## src/logic/cefc_regs.vh

```
// Contract
// - A read-mask request (function 0x46, sub-function 0x25) is answered with address, function, sub-function and the current channel enable mask.
// - The enable mask covers 0x00 to 0x3F, bit n holding the state of analog channel n for channels 0 to 5.
// - A mask bit of one means the channel is active and a mask bit of zero means it is switched off.
// - A write-mask request (sub-function 0x26) carries a new mask byte, which the block applies to the channel enables.
// - A supplied mask above 0x3F is refused with function 0xC6 and exception code 03, and the mask stays as it was.
// - A read-settings request (sub-function 0x29) is answered with address, function, sub-function and one settings byte.
// - Settings bit 7 selects the rejection filter, zero for 60 Hz and one for 50 Hz.
// - In the returned settings byte, bits 6 to 0 always read as zero.
// - A write-settings request (sub-function 0x2A) carries one settings byte whose filter bit the block stores.
// - The master writes zeros in settings bits 6 to 0, and a nonzero value there is refused with 0xC6 and code 03.
// - A request of any of the four sub-functions with the wrong byte count is refused with 0xC6 and code 03.
`ifndef CEFC_REGS_VH
`define CEFC_REGS_VH

`define CEFC_FUNC 8'h46
`define CEFC_EXC_FUNC 8'hC6
`define CEFC_EXC_CODE 8'h03
`define CEFC_SUB_RD_MASK 8'h25
`define CEFC_SUB_WR_MASK 8'h26
`define CEFC_SUB_RD_MISC 8'h29
`define CEFC_SUB_WR_MISC 8'h2A
`define CEFC_NUM_CHAN 6
`define CEFC_FILTER_BIT 7
`define CEFC_MISC_RSV 8'h7F
`define CEFC_LEN_READ 4'h3
`define CEFC_LEN_WRITE 4'h4
`define CEFC_ADDR_MIN 8'h01
`define CEFC_ADDR_MAX 8'hF7
`define CEFC_MASK_RST 8'h3F
`define CEFC_FILTER_RST 1'b0
`define CEFC_RESULT_OK 8'h00
`define CEFC_REPLY_LEN_NORMAL 3'h4
`define CEFC_REPLY_LEN_EXC 3'h3

`endif

```

## src/logic/cefc_top.v

```verilog
`timescale 1ns/1ps
`default_nettype none
`include "cefc_regs.vh"
module cefc_top #(
	parameter NUM_CHAN = `CEFC_NUM_CHAN
) (
	input wire clk_i,
	input wire rst_i,
	input wire [7:0] station_addr_i,
	input wire rx_valid_i,
	input wire [7:0] rx_data_i,
	input wire rx_last_i,
	input wire tx_ready_i,
	output wire tx_valid_o,
	output wire [7:0] tx_data_o,
	output wire tx_last_o,
	output reg [NUM_CHAN-1:0] chan_enable_o,
	output reg filter_50hz_o
);
	localparam [1:0] ST_IDLE = 2'h0;
	localparam [1:0] ST_DECODE = 2'h1;
	localparam [1:0] ST_WAIT = 2'h2;
	localparam [7:0] MASK_RST = `CEFC_MASK_RST;

	wire req_done;
	wire [3:0] req_count;
	wire [31:0] req_bytes;
	wire tx_busy;

	reg [1:0] state;
	reg [3:0] cnt;
	reg [7:0] addr;
	reg [7:0] func;
	reg [7:0] sub;
	reg [7:0] arg;
	reg load;
	reg [2:0] load_len;
	reg [31:0] load_bytes;

	reg [1:0] next_state;
	reg next_load;
	reg [2:0] next_len;
	reg [31:0] next_bytes;
	reg [NUM_CHAN-1:0] next_mask;
	reg next_filter;
	reg is_read;
	reg is_write;
	reg bad;
	wire addr_ok;
	wire [7:0] mask_byte;
	wire [7:0] misc_byte;
	wire has_sub;
	wire func_ok;
	wire ours;
	wire decode;
	wire idle_take;
	wire reply_done;
	reg len_bad;
	reg range_bad;
	reg [7:0] data_byte;
	reg take_mask;
	reg take_filter;

	cefc_rx_capture #(
		.KEEP(4)
	) u_rx (
		.clk_i(clk_i),
		.rst_i(rst_i),
		.byte_valid_i(rx_valid_i),
		.byte_data_i(rx_data_i),
		.byte_last_i(rx_last_i),
		.req_done_o(req_done),
		.req_count_o(req_count),
		.req_bytes_o(req_bytes)
	);

	cefc_tx_shift u_tx (
		.clk_i(clk_i),
		.rst_i(rst_i),
		.load_i(load),
		.load_len_i(load_len),
		.load_bytes_i(load_bytes),
		.busy_o(tx_busy),
		.tx_ready_i(tx_ready_i),
		.tx_valid_o(tx_valid_o),
		.tx_data_o(tx_data_o),
		.tx_last_o(tx_last_o)
	);

	// Station address must be legal and match the request
	assign addr_ok = (station_addr_i >= `CEFC_ADDR_MIN) && (station_addr_i <= `CEFC_ADDR_MAX) &&
		(addr == station_addr_i);

	// Mask read back zero-extended, bit n is channel n
	assign mask_byte = {{(8-NUM_CHAN){1'b0}}, chan_enable_o};

	// Settings read back: filter bit on top, the rest zero
	assign misc_byte = {filter_50hz_o, 7'h00} & ~`CEFC_MISC_RSV;

	// Frames too short to carry a sub-function are not decoded, stale bytes stay unused
	assign has_sub = (cnt >= `CEFC_LEN_READ);
	assign func_ok = (func == `CEFC_FUNC);
	assign decode = (state == ST_DECODE);
	assign idle_take = (state == ST_IDLE) && req_done;
	assign reply_done = !load && !tx_busy;
	assign ours = addr_ok && func_ok && has_sub && (is_read || is_write);

	always @* begin
		is_read = 1'b0;
		is_write = 1'b0;
		case (sub)
			`CEFC_SUB_RD_MASK: begin
				is_read = 1'b1;
			end
			`CEFC_SUB_RD_MISC: begin
				is_read = 1'b1;
			end
			`CEFC_SUB_WR_MASK: begin
				is_write = 1'b1;
			end
			`CEFC_SUB_WR_MISC: begin
				is_write = 1'b1;
			end
			default: begin
				is_read = 1'b0;
				is_write = 1'b0;
			end
		endcase
	end

	// Length check applies to all four sub-functions
	always @* begin
		len_bad = 1'b0;
		if (is_read && cnt != `CEFC_LEN_READ) begin
			len_bad = 1'b1;
		end
		if (is_write && cnt != `CEFC_LEN_WRITE) begin
			len_bad = 1'b1;
		end
	end

	always @* begin
		range_bad = 1'b0;
		case (sub)
			`CEFC_SUB_WR_MASK: begin
				if ((arg >> NUM_CHAN) != 8'h00) begin
					range_bad = 1'b1;
				end
			end
			`CEFC_SUB_WR_MISC: begin
				if ((arg & `CEFC_MISC_RSV) != 8'h00) begin
					range_bad = 1'b1;
				end
			end
			default: begin
				range_bad = 1'b0;
			end
		endcase
		bad = len_bad || range_bad;
	end

	// Fourth reply byte: read data or the write result
	always @* begin
		data_byte = `CEFC_RESULT_OK;
		case (sub)
			`CEFC_SUB_RD_MASK: begin
				data_byte = mask_byte;
			end
			`CEFC_SUB_RD_MISC: begin
				data_byte = misc_byte;
			end
			default: begin
				data_byte = `CEFC_RESULT_OK;
			end
		endcase
	end

	// Stored settings change only on a clean write
	always @* begin
		take_mask = 1'b0;
		take_filter = 1'b0;
		if (decode && ours && !bad) begin
			case (sub)
				`CEFC_SUB_WR_MASK: begin
					take_mask = 1'b1;
				end
				`CEFC_SUB_WR_MISC: begin
					take_filter = 1'b1;
				end
				default: begin
					take_mask = 1'b0;
					take_filter = 1'b0;
				end
			endcase
		end
	end

	always @* begin
		next_mask = chan_enable_o;
		next_filter = filter_50hz_o;
		if (take_mask) begin
			next_mask = arg[NUM_CHAN-1:0];
		end
		if (take_filter) begin
			next_filter = arg[`CEFC_FILTER_BIT];
		end
	end

	// Decode lasts one cycle, then the reply drains before the next frame is taken
	always @* begin
		next_state = state;
		case (state)
			ST_IDLE: begin
				if (req_done) begin
					next_state = ST_DECODE;
				end
			end
			ST_DECODE: begin
				if (ours) begin
					next_state = ST_WAIT;
				end else begin
					next_state = ST_IDLE;
				end
			end
			ST_WAIT: begin
				if (reply_done) begin
					next_state = ST_IDLE;
				end
			end
			default: begin
				next_state = ST_IDLE;
			end
		endcase
	end

	// Reply image, byte 0 goes out first
	always @* begin
		next_load = 1'b0;
		next_len = load_len;
		next_bytes = load_bytes;
		if (decode && ours) begin
			next_load = 1'b1;
			if (bad) begin
				// Exception reply, stored settings untouched
				next_len = `CEFC_REPLY_LEN_EXC;
				next_bytes = {8'h00, `CEFC_EXC_CODE, `CEFC_EXC_FUNC, addr};
			end else begin
				next_len = `CEFC_REPLY_LEN_NORMAL;
				next_bytes = {data_byte, sub, func, addr};
			end
		end
	end

	always @(posedge clk_i or posedge rst_i) begin
		if (rst_i) begin
			state <= ST_IDLE;
		end else begin
			state <= next_state;
		end
	end

	// Latch the request so a following frame cannot disturb decode
	always @(posedge clk_i or posedge rst_i) begin
		if (rst_i) begin
			cnt <= 4'h0;
			addr <= 8'h00;
			func <= 8'h00;
			sub <= 8'h00;
			arg <= 8'h00;
		end else if (idle_take) begin
			cnt <= req_count;
			addr <= req_bytes[7:0];
			func <= req_bytes[15:8];
			sub <= req_bytes[23:16];
			arg <= req_bytes[31:24];
		end
	end

	always @(posedge clk_i or posedge rst_i) begin
		if (rst_i) begin
			load <= 1'b0;
			load_len <= 3'h0;
			load_bytes <= 32'h0;
		end else begin
			load <= next_load;
			load_len <= next_len;
			load_bytes <= next_bytes;
		end
	end

	// Settings registers drive the channel and filter outputs directly
	always @(posedge clk_i or posedge rst_i) begin
		if (rst_i) begin
			chan_enable_o <= MASK_RST[NUM_CHAN-1:0];
			filter_50hz_o <= `CEFC_FILTER_RST;
		end else begin
			chan_enable_o <= next_mask;
			filter_50hz_o <= next_filter;
		end
	end
endmodule // cefc_top
`default_nettype wire

```

## src/logic/cefc_rx_capture.v

```verilog
`timescale 1ns/1ps
`default_nettype none
module cefc_rx_capture #(
	parameter KEEP = 4
) (
	input wire clk_i,
	input wire rst_i,
	input wire byte_valid_i,
	input wire [7:0] byte_data_i,
	input wire byte_last_i,
	output reg req_done_o,
	output reg [3:0] req_count_o,
	output reg [8*KEEP-1:0] req_bytes_o
);
	localparam [3:0] KEEP_N = KEEP[3:0];
	reg [3:0] count;
	wire [3:0] next_count;

	// Byte count saturates so long frames still read as wrong length
	assign next_count = (count == 4'hF) ? count : count + 4'h1;

	always @(posedge clk_i or posedge rst_i) begin
		if (rst_i) begin
			count <= 4'h0;
			req_done_o <= 1'b0;
			req_count_o <= 4'h0;
			req_bytes_o <= {(8*KEEP){1'b0}};
		end else begin
			req_done_o <= 1'b0;
			if (byte_valid_i) begin
				if (count < KEEP_N) begin
					req_bytes_o[count*8 +: 8] <= byte_data_i;
				end
				if (byte_last_i) begin
					req_done_o <= 1'b1;
					req_count_o <= next_count;
					count <= 4'h0;
				end else begin
					count <= next_count;
				end
			end
		end
	end
endmodule // cefc_rx_capture
`default_nettype wire

```

## src/logic/cefc_tx_shift.v

```verilog
`timescale 1ns/1ps
`default_nettype none
module cefc_tx_shift (
	input wire clk_i,
	input wire rst_i,
	input wire load_i,
	input wire [2:0] load_len_i,
	input wire [31:0] load_bytes_i,
	output wire busy_o,
	input wire tx_ready_i,
	output reg tx_valid_o,
	output reg [7:0] tx_data_o,
	output reg tx_last_o
);
	reg [31:0] bytes;
	reg [1:0] idx;
	reg [2:0] len;
	wire [1:0] next_idx;
	wire [2:0] after_next;

	assign busy_o = tx_valid_o;
	assign next_idx = idx + 2'h1;
	assign after_next = {1'b0, idx} + 3'h2;

	always @(posedge clk_i or posedge rst_i) begin
		if (rst_i) begin
			bytes <= 32'h0;
			idx <= 2'h0;
			len <= 3'h0;
			tx_valid_o <= 1'b0;
			tx_data_o <= 8'h00;
			tx_last_o <= 1'b0;
		end else if (!tx_valid_o) begin
			if (load_i) begin
				bytes <= load_bytes_i;
				len <= load_len_i;
				idx <= 2'h0;
				tx_valid_o <= 1'b1;
				tx_data_o <= load_bytes_i[7:0];
				tx_last_o <= (load_len_i == 3'h1);
			end
		end else if (tx_ready_i) begin
			if (tx_last_o) begin
				tx_valid_o <= 1'b0;
				tx_last_o <= 1'b0;
			end else begin
				idx <= next_idx;
				tx_data_o <= bytes[next_idx*8 +: 8];
				tx_last_o <= (after_next == len);
			end
		end
	end
endmodule // cefc_tx_shift
`default_nettype wire

```

## config.mk

```make
export PLATFORM = sky130hd
export DESIGN_NAME = cefc_top
export DESIGN_NICKNAME = d
export VERILOG_FILES = /design/src/logic/cefc_top.v /design/src/logic/cefc_rx_capture.v /design/src/logic/cefc_tx_shift.v
export VERILOG_INCLUDE_DIRS = /design/src /design/src/logic
export SDC_FILE = /design/constraint.sdc
export NUM_CORES = 1
export LEC_CHECK = 0
export ABC_AREA = 1
export ABC_CLOCK_PERIOD_IN_PS = 5800
export BUFFER_PORTS_ARGS = -buffer_cell sky130_fd_sc_hd__buf_4
export CAP_MARGIN = 40
export CELL_PAD_IN_SITES_DETAIL_PLACEMENT = 1
export CELL_PAD_IN_SITES_GLOBAL_PLACEMENT = 1
export CORE_MARGIN = 4
export CORE_UTILIZATION = 45
export CTS_BUF_LIST = sky130_fd_sc_hd__clkbuf_2 sky130_fd_sc_hd__clkbuf_4 sky130_fd_sc_hd__clkbuf_8
export DETAILED_ROUTE_END_ITERATION = 12
export PLACE_DENSITY_LB_ADDON = 0.1
export SYNTH_ARGS = -nofsm -noshare
export SYNTH_HDL_FRONTEND = slang
export SYNTH_SLANG_ARGS = --single-unit
```

## constraint.sdc

```tcl
create_clock -name clk_i -period 5.8 [get_ports clk_i]
set_clock_uncertainty 0.1 [all_clocks]
set_input_delay 0.58 -clock clk_i [delete_from_list [all_inputs] [get_ports clk_i]]
set_output_delay 0.58 -clock clk_i [all_outputs]
set_load 0.02 [all_outputs]
```

### Yosys cells after proc, flatten, opt, wreduce, memory -nomap -nowiden

Cells that the tools add are included.

| operators by class | value |
|---|---|
| eq/ne operators | 17 |
| bitwise operators | 1 |
| add/sub/neg operators | 4 |
| magnitude comparators | 4 |
| shift-type cells | 3 |
| reduce and logical (&&, ||, !) cells | 28 |
| multiplexer cells | 40 |

Operator list:

| cell | number |
|---|---|
| $neg 7->34 | 1 |
| $shift 8x34->32 const A | 1 |
| $shiftx 8x34->32 | 1 |
| $bwmux 32 | 1 |
| $eq 8x6->1 const B | 4 |
| $mux 32 | 1 |
| $mux 8 | 4 |
| $shiftx 32x6->8 | 1 |
| $mux 1 | 21 |
| $pmux 8 s2 | 1 |
| $reduce_bool 8->1 | 2 |
| $mux 2 | 7 |
| $logic_and 1x1->1 | 11 |
| $reduce_and 2->1 | 5 |
| $eq 8x7->1 const B | 1 |
| $eq 8x8->1 | 1 |
| $ge 8x1->1 const B | 1 |
| $le 8x8->1 const B | 1 |
| $mux 4 | 2 |
| $ne 2x2->1 const B | 3 |
| $pmux 2 s3 | 1 |
| $add 4x1->4 const B | 1 |
| $eq 4x4->1 const B | 1 |
| $ge 4x2->1 const B | 1 |
| 19 further kinds | 23 |

| storage, ports and cells | value |
|---|---|
| output and inout bits | 17 |
| input port bits | 21 |
| word-level logic and storage cells | 118 |
| flip-flop bits (word level) | 169 |

### Logic depth before layout (Yosys ltp)

| depth | value |
|---|---|
| depth after elaboration | 10 |
| mapped depth | 13 |
| depth with buffers taken out | 13 |

### Modules after synthesis

A second synthesis with hierarchy kept.

| second synthesis, totals | value |
|---|---|
| cells, all modules | 942 |
| area, all modules | 7682.4 um^2 |

Modules (own cells, without submodules):

| module | sequential area each (um^2) | area each (um^2) | times used | cells an instance |
|---|---|---|---|---|
| cefc_top | 1984.4 | 3444.6 | 1 | 405 |
| cefc_tx_shift | 1176.1 | 2279.7 | 1 | 310 |
| cefc_rx_capture | 1026.0 | 1958.1 | 1 | 227 |

### Worst setup path before layout

Ideal clock, no wire load.

| timing path | value |
|---|---|
| path type | reg-to-reg |
| from | register u_rx.count[0] |
| to | register u_rx.req_bytes_o[16] |
| period minus slack after synthesis | 1.962 ns |
| slack | 3.838 ns |
| library setup time | 0.121 ns |
| data required time | 5.579 ns |
| data arrival time | 1.741 ns |
| path buffers | 1 |
| cell stages (with the launch flop) | 10 |
| cell sequence | dfrtp_1 -> inv_2 -> nand3_1 -> ha_1 -> nand2_1 -> nor3_4 -> nand3_2 -> buf_2 -> nand2_1 -> o21ai_1 |

| between the ends | value |
|---|---|
| word-level cells in the longest chain between the ends | 3 |
| elaborated cells between the ends (all ways) | 6 |
| those cells by class | add/sub (1); order compare (1); shift (2); mux (1); reduce/logical (1) |

Ends and longest elaborated chain:

| item | line | text |
|---|---|---|
| from (decl) | cefc_rx_capture.v:16 | `reg [3:0] count;` |
| from (signal assigned) | cefc_rx_capture.v:39 | `count <= next_count;` |
| $neg 7->34 | cefc_rx_capture.v:32 | `req_bytes_o[count*8 +: 8] <= byte_data_i;` |
| $shiftx 8x34->32 / $shift 8x34->32 (equally long branches) | cefc_rx_capture.v:32 |  |
| $bwmux 32 | cefc_rx_capture.v:32 |  |
| to (signal assigned) | cefc_rx_capture.v:27 | `req_bytes_o <= {(8*KEEP){1'b0}};` |
| to (signal, indexed assignment) | cefc_rx_capture.v:32 |  |
| to (decl) | cefc_rx_capture.v:13 | `output reg [8*KEEP-1:0] req_bytes_o` |

Several ways; a longest one is shown, not always the timed one.
A chain may end at the register's enable or synchronous reset.

### Worst setup path in the final report

| timing path | value |
|---|---|
| from | register u_tx.tx_valid_o, in the netlist u_tx.busy_o |
| to | register u_tx.bytes[18] |

| between the ends | value |
|---|---|
| word-level cells in the longest chain between the ends | 2 |

Ends and longest elaborated chain:

| item | line | text |
|---|---|---|
| from (decl) | cefc_tx_shift.v:11 | `output reg tx_valid_o,` |
| from (signal assigned) | cefc_tx_shift.v:30 | `tx_valid_o <= 1'b0;` |
| from (signal assigned) | cefc_tx_shift.v:38 | `tx_valid_o <= 1'b1;` |
| from (signal assigned) | cefc_tx_shift.v:44 | `tx_valid_o <= 1'b0;` |
| $not 1->1 (no source line) | n/a |  |
| $reduce_and 2->1 (no source line) | n/a |  |
| to (signal assigned) | cefc_tx_shift.v:35 | `bytes <= load_bytes_i;` |
| to (decl) | cefc_tx_shift.v:15 | `reg [31:0] bytes;` |

Every way passes these cells.

==> summary.md <==
| Metric | Value |
|---|---|
| Crit share post-route | 47.6% |
| Gpl congestion | 0.831 |
| Number of detailed-routing iterations run before antenna repair | 4 |
| Initial antenna violation count | 0 |
| Global Route met3 Usage | 3.55% |
| Post-route ant nets | 0 |
| Initial Util | 46.4% |
| WS Path Type | flop to flop |
| Synthesized area per cell | 8.74 sq um |
| Final hold vios | 0 |
| Commonest non-fill, non-tap cells in the layout | 262 x nand2_1, 159 x dfrtp_1, 93 x inv_1 |
| CTS root buf | clkbuf_8 |
| VDD IR max | 0.180 mV |
| Final Slew Violations | 0 |
| Met1 usage | 25.6% |
| RSZ-0062 raised after global routing | false |
| Area leader, netlist | dfrtp_1 |
| Die X | 134 um |
| Global Route Usage Sum | 20.1% |
| Diode count | 0 |
| Pin count of the biggest net entering global routing | 69 |
| Min Clock Period, post-route | 2.76 ns |
| H-tree depth | 4 |
| Ys async rst share | 100% |
| Resize count post-CTS | 0 |
| CTS clock-pin slew for the worst setup and hold paths | 0.08 ns |
| Setup TNS | 0 ns |
| Max-cap violations | 0 |
| Port Buf Inserts | 37 |
| Vias in the first global route | 5,778 |
| Layout cells sized above 1 | 13.6% |
| Post-Route WL | 16,800 um |
| Power Density | 356 nW/um^2 |
| Seq/Total Area, Yosys | 58.2% |
| Vias | 5,350 |
| Setup Fix Bufs, Post-CTS | 0 |
| Overflow after GRT | 0 |
| Area taken by multi-input logic gates | 2450 sq um |
| Hold-fix buffers, CTS | 1 |
| Ys Warns | 0 |
| Distinct cells, synth | 37 |
| WP data required | 6.04 ns |
| Final cell count without fillers | 1,070 |
| Core Util, Final | 52.3% |
| Flip-flop and latch area | 4140 sq um |
| Setup crit start kind | flop |
| Crit. End Element | flop |
| HPWL after DPL | 12,300 um |
| Starting DRT DRC Count | 360 |
| Top cell type's share of synthesized area | 56.0% |
| Ports | 38 |
| DR DRC count | 0 |
| Synth Net Count | 837 |
| Top cells by area, synth | dfrtp_1 56%, nand2_1 14%, o21ai_0 5.5%, inv_1 5.0%, o21ai_1 2.4% |
| Pwr Total | 2.85 mW |
| Global route hottest layer | met2 |
| TritonCTS Sinks | 165 |
| GRT met2 Usage | 35.1% |
| Global-route wire length before repair | 28,900 um |
| Area of the core | 15,300 sq um |
| Worst-Margin Slew | 0.919 ns |
| Placed cell count | 1,037 |
| CTS tree | built |
| CTS Buf Count | 17 |
| FF+latch count, synth | 165 |
| DR WL/cell | 15.7 um |
| Final setup viols | 0 |
| Critical Path Fanout Max | 31 |
| Synth Flop Type | dfrtp_1 |
| Die Area | 17,900 sq um |
| Arr. time, crit path | 3.00 ns |
| Die Span Y | 134 um |
| Row count | 45 |
| CTS max path bufs | 2 |
| Area Growth Syn to Fin | 12.6% |
| Pleak | 4.01 nW |
| Mapped Cells | 813 |
| Number of synthesized flops with an enable pin | 0 |
| Commonest non-fill, non-tap cell in the layout | nand2_1 |
| Via density | 5.00 |
| Hold Path Class | input port to flop |
| Status | finished, final reports clean |
| Final net count | 870 |
| Slew HR | 38.6% |
| Fill cells | 1,853 |
| Achievable frequency | 0.362 GHz |
| Clock Latency Late Sink | 0.46 ns |
| Synth Cell Area | 7110 sq um |
-- per-layer routing --
metal	share of wire [%]	vias to the layer above
met3	2.0	18
met1	46	2628
met2	51	55
li1	-	2649
met4	1.4	0
met5	0	-
-- cell families (layout without fill, tap and decap cells) --
logic type	count (synthesis)	count (layout)	synth area share (%)
compound gates	158	158	12.2
xor+xnor	2	2	0.246
fa+ha+maj	3	3	0.528
buf+inv	131	177	7.39
flops	165	165	58.2
mux	12	12	1.90
simple gates	342	342	19.6
-- critical path, stage by stage, from the launching register on --
cell	delay, ns
dfrtp_1	0.62
clkinv_1	0.34
nand2_1	0.76
buf_4	0.44
mux2_2	0.37
-- final timing paths --
kind	start	end	slack, ns	depth (start not counted)
worst max-delay path	u_tx.busy_o	u_tx.bytes[18]	3.04	4
worst min-delay path	tx_ready_i	u_tx.busy_o	0.23	2
worst max register to register	u_tx.busy_o	u_tx.bytes[18]	3.04	4
worst min register to register	load_bytes[9]	load_bytes[9]	0.36	2
max in group asynchronous	rst_i	addr[6]	3.75	6
min in group asynchronous	rst_i	load_bytes[26]	0.54	3
-- cell usage after synthesis (2+ instances only) --
master and count:
nand2_1 262, dfrtp_1 159, inv_1 94, o21ai_0 78, nor2_1 42, o21ai_1 34
a21oi_1 19, nand3_1 16, clkbuf_1 13, buf_2 12, mux2_2 12, o211ai_1 7
dfstp_2 6, o21ai_2 6, a22oi_1 5, inv_2 5, nand4_1 5, o22ai_1 5
nand3_2 4, clkinv_1 3, ha_1 3, nor2_2 3, buf_6 2, nor2_4 2
nor3_1 2, nor4_1 2, xor2_1 2
-- metrics by stage --
stage                     cell area (sq um)  setup slack, ns  hold WS (ns)
after detailed placement               7580             3.10         0.343
after CTS                              8000             3.05         0.200
after global routing                   8000             2.85         0.206
after global placement                 7540             3.19         0.332
final                                  8000             3.04         0.234
after floorplan                        7110            0.668         0.319
-- flip-flops by register name, summed over array words and instances, names as in the netlist, 4 cells and up --
| signal | count |
|---|---|
| u_rx.req_bytes_o | 32 |
| load_bytes | 31 |
| u_tx.bytes | 31 |
| addr | 8 |
| arg | 8 |
| func | 8 |
| sub | 8 |
| u_tx.tx_data_o | 8 |
| chan_enable_o | 6 |
| cnt | 4 |
| u_rx.count | 4 |
| u_rx.req_count_o | 4 |
-- power by group --
group,internal (mW),switching [mW]
sequential,1.30,0.120
combinational,0.202,0.375
clock,0.411,0.440
-- cell type report --
cell class / instances / area share [%]
Clock buffer: 19 / 3.27
Clock inverter: 13 / 1.84
Inverter: 102 / 4.85
Multi-Input combinational cell: 517 / 30.6
Sequential cell: 165 / 51.7
Tap cell: 211 / 3.30
Timing Repair Buffer: 43 / 4.47
(Power assumes the default switching activity.)
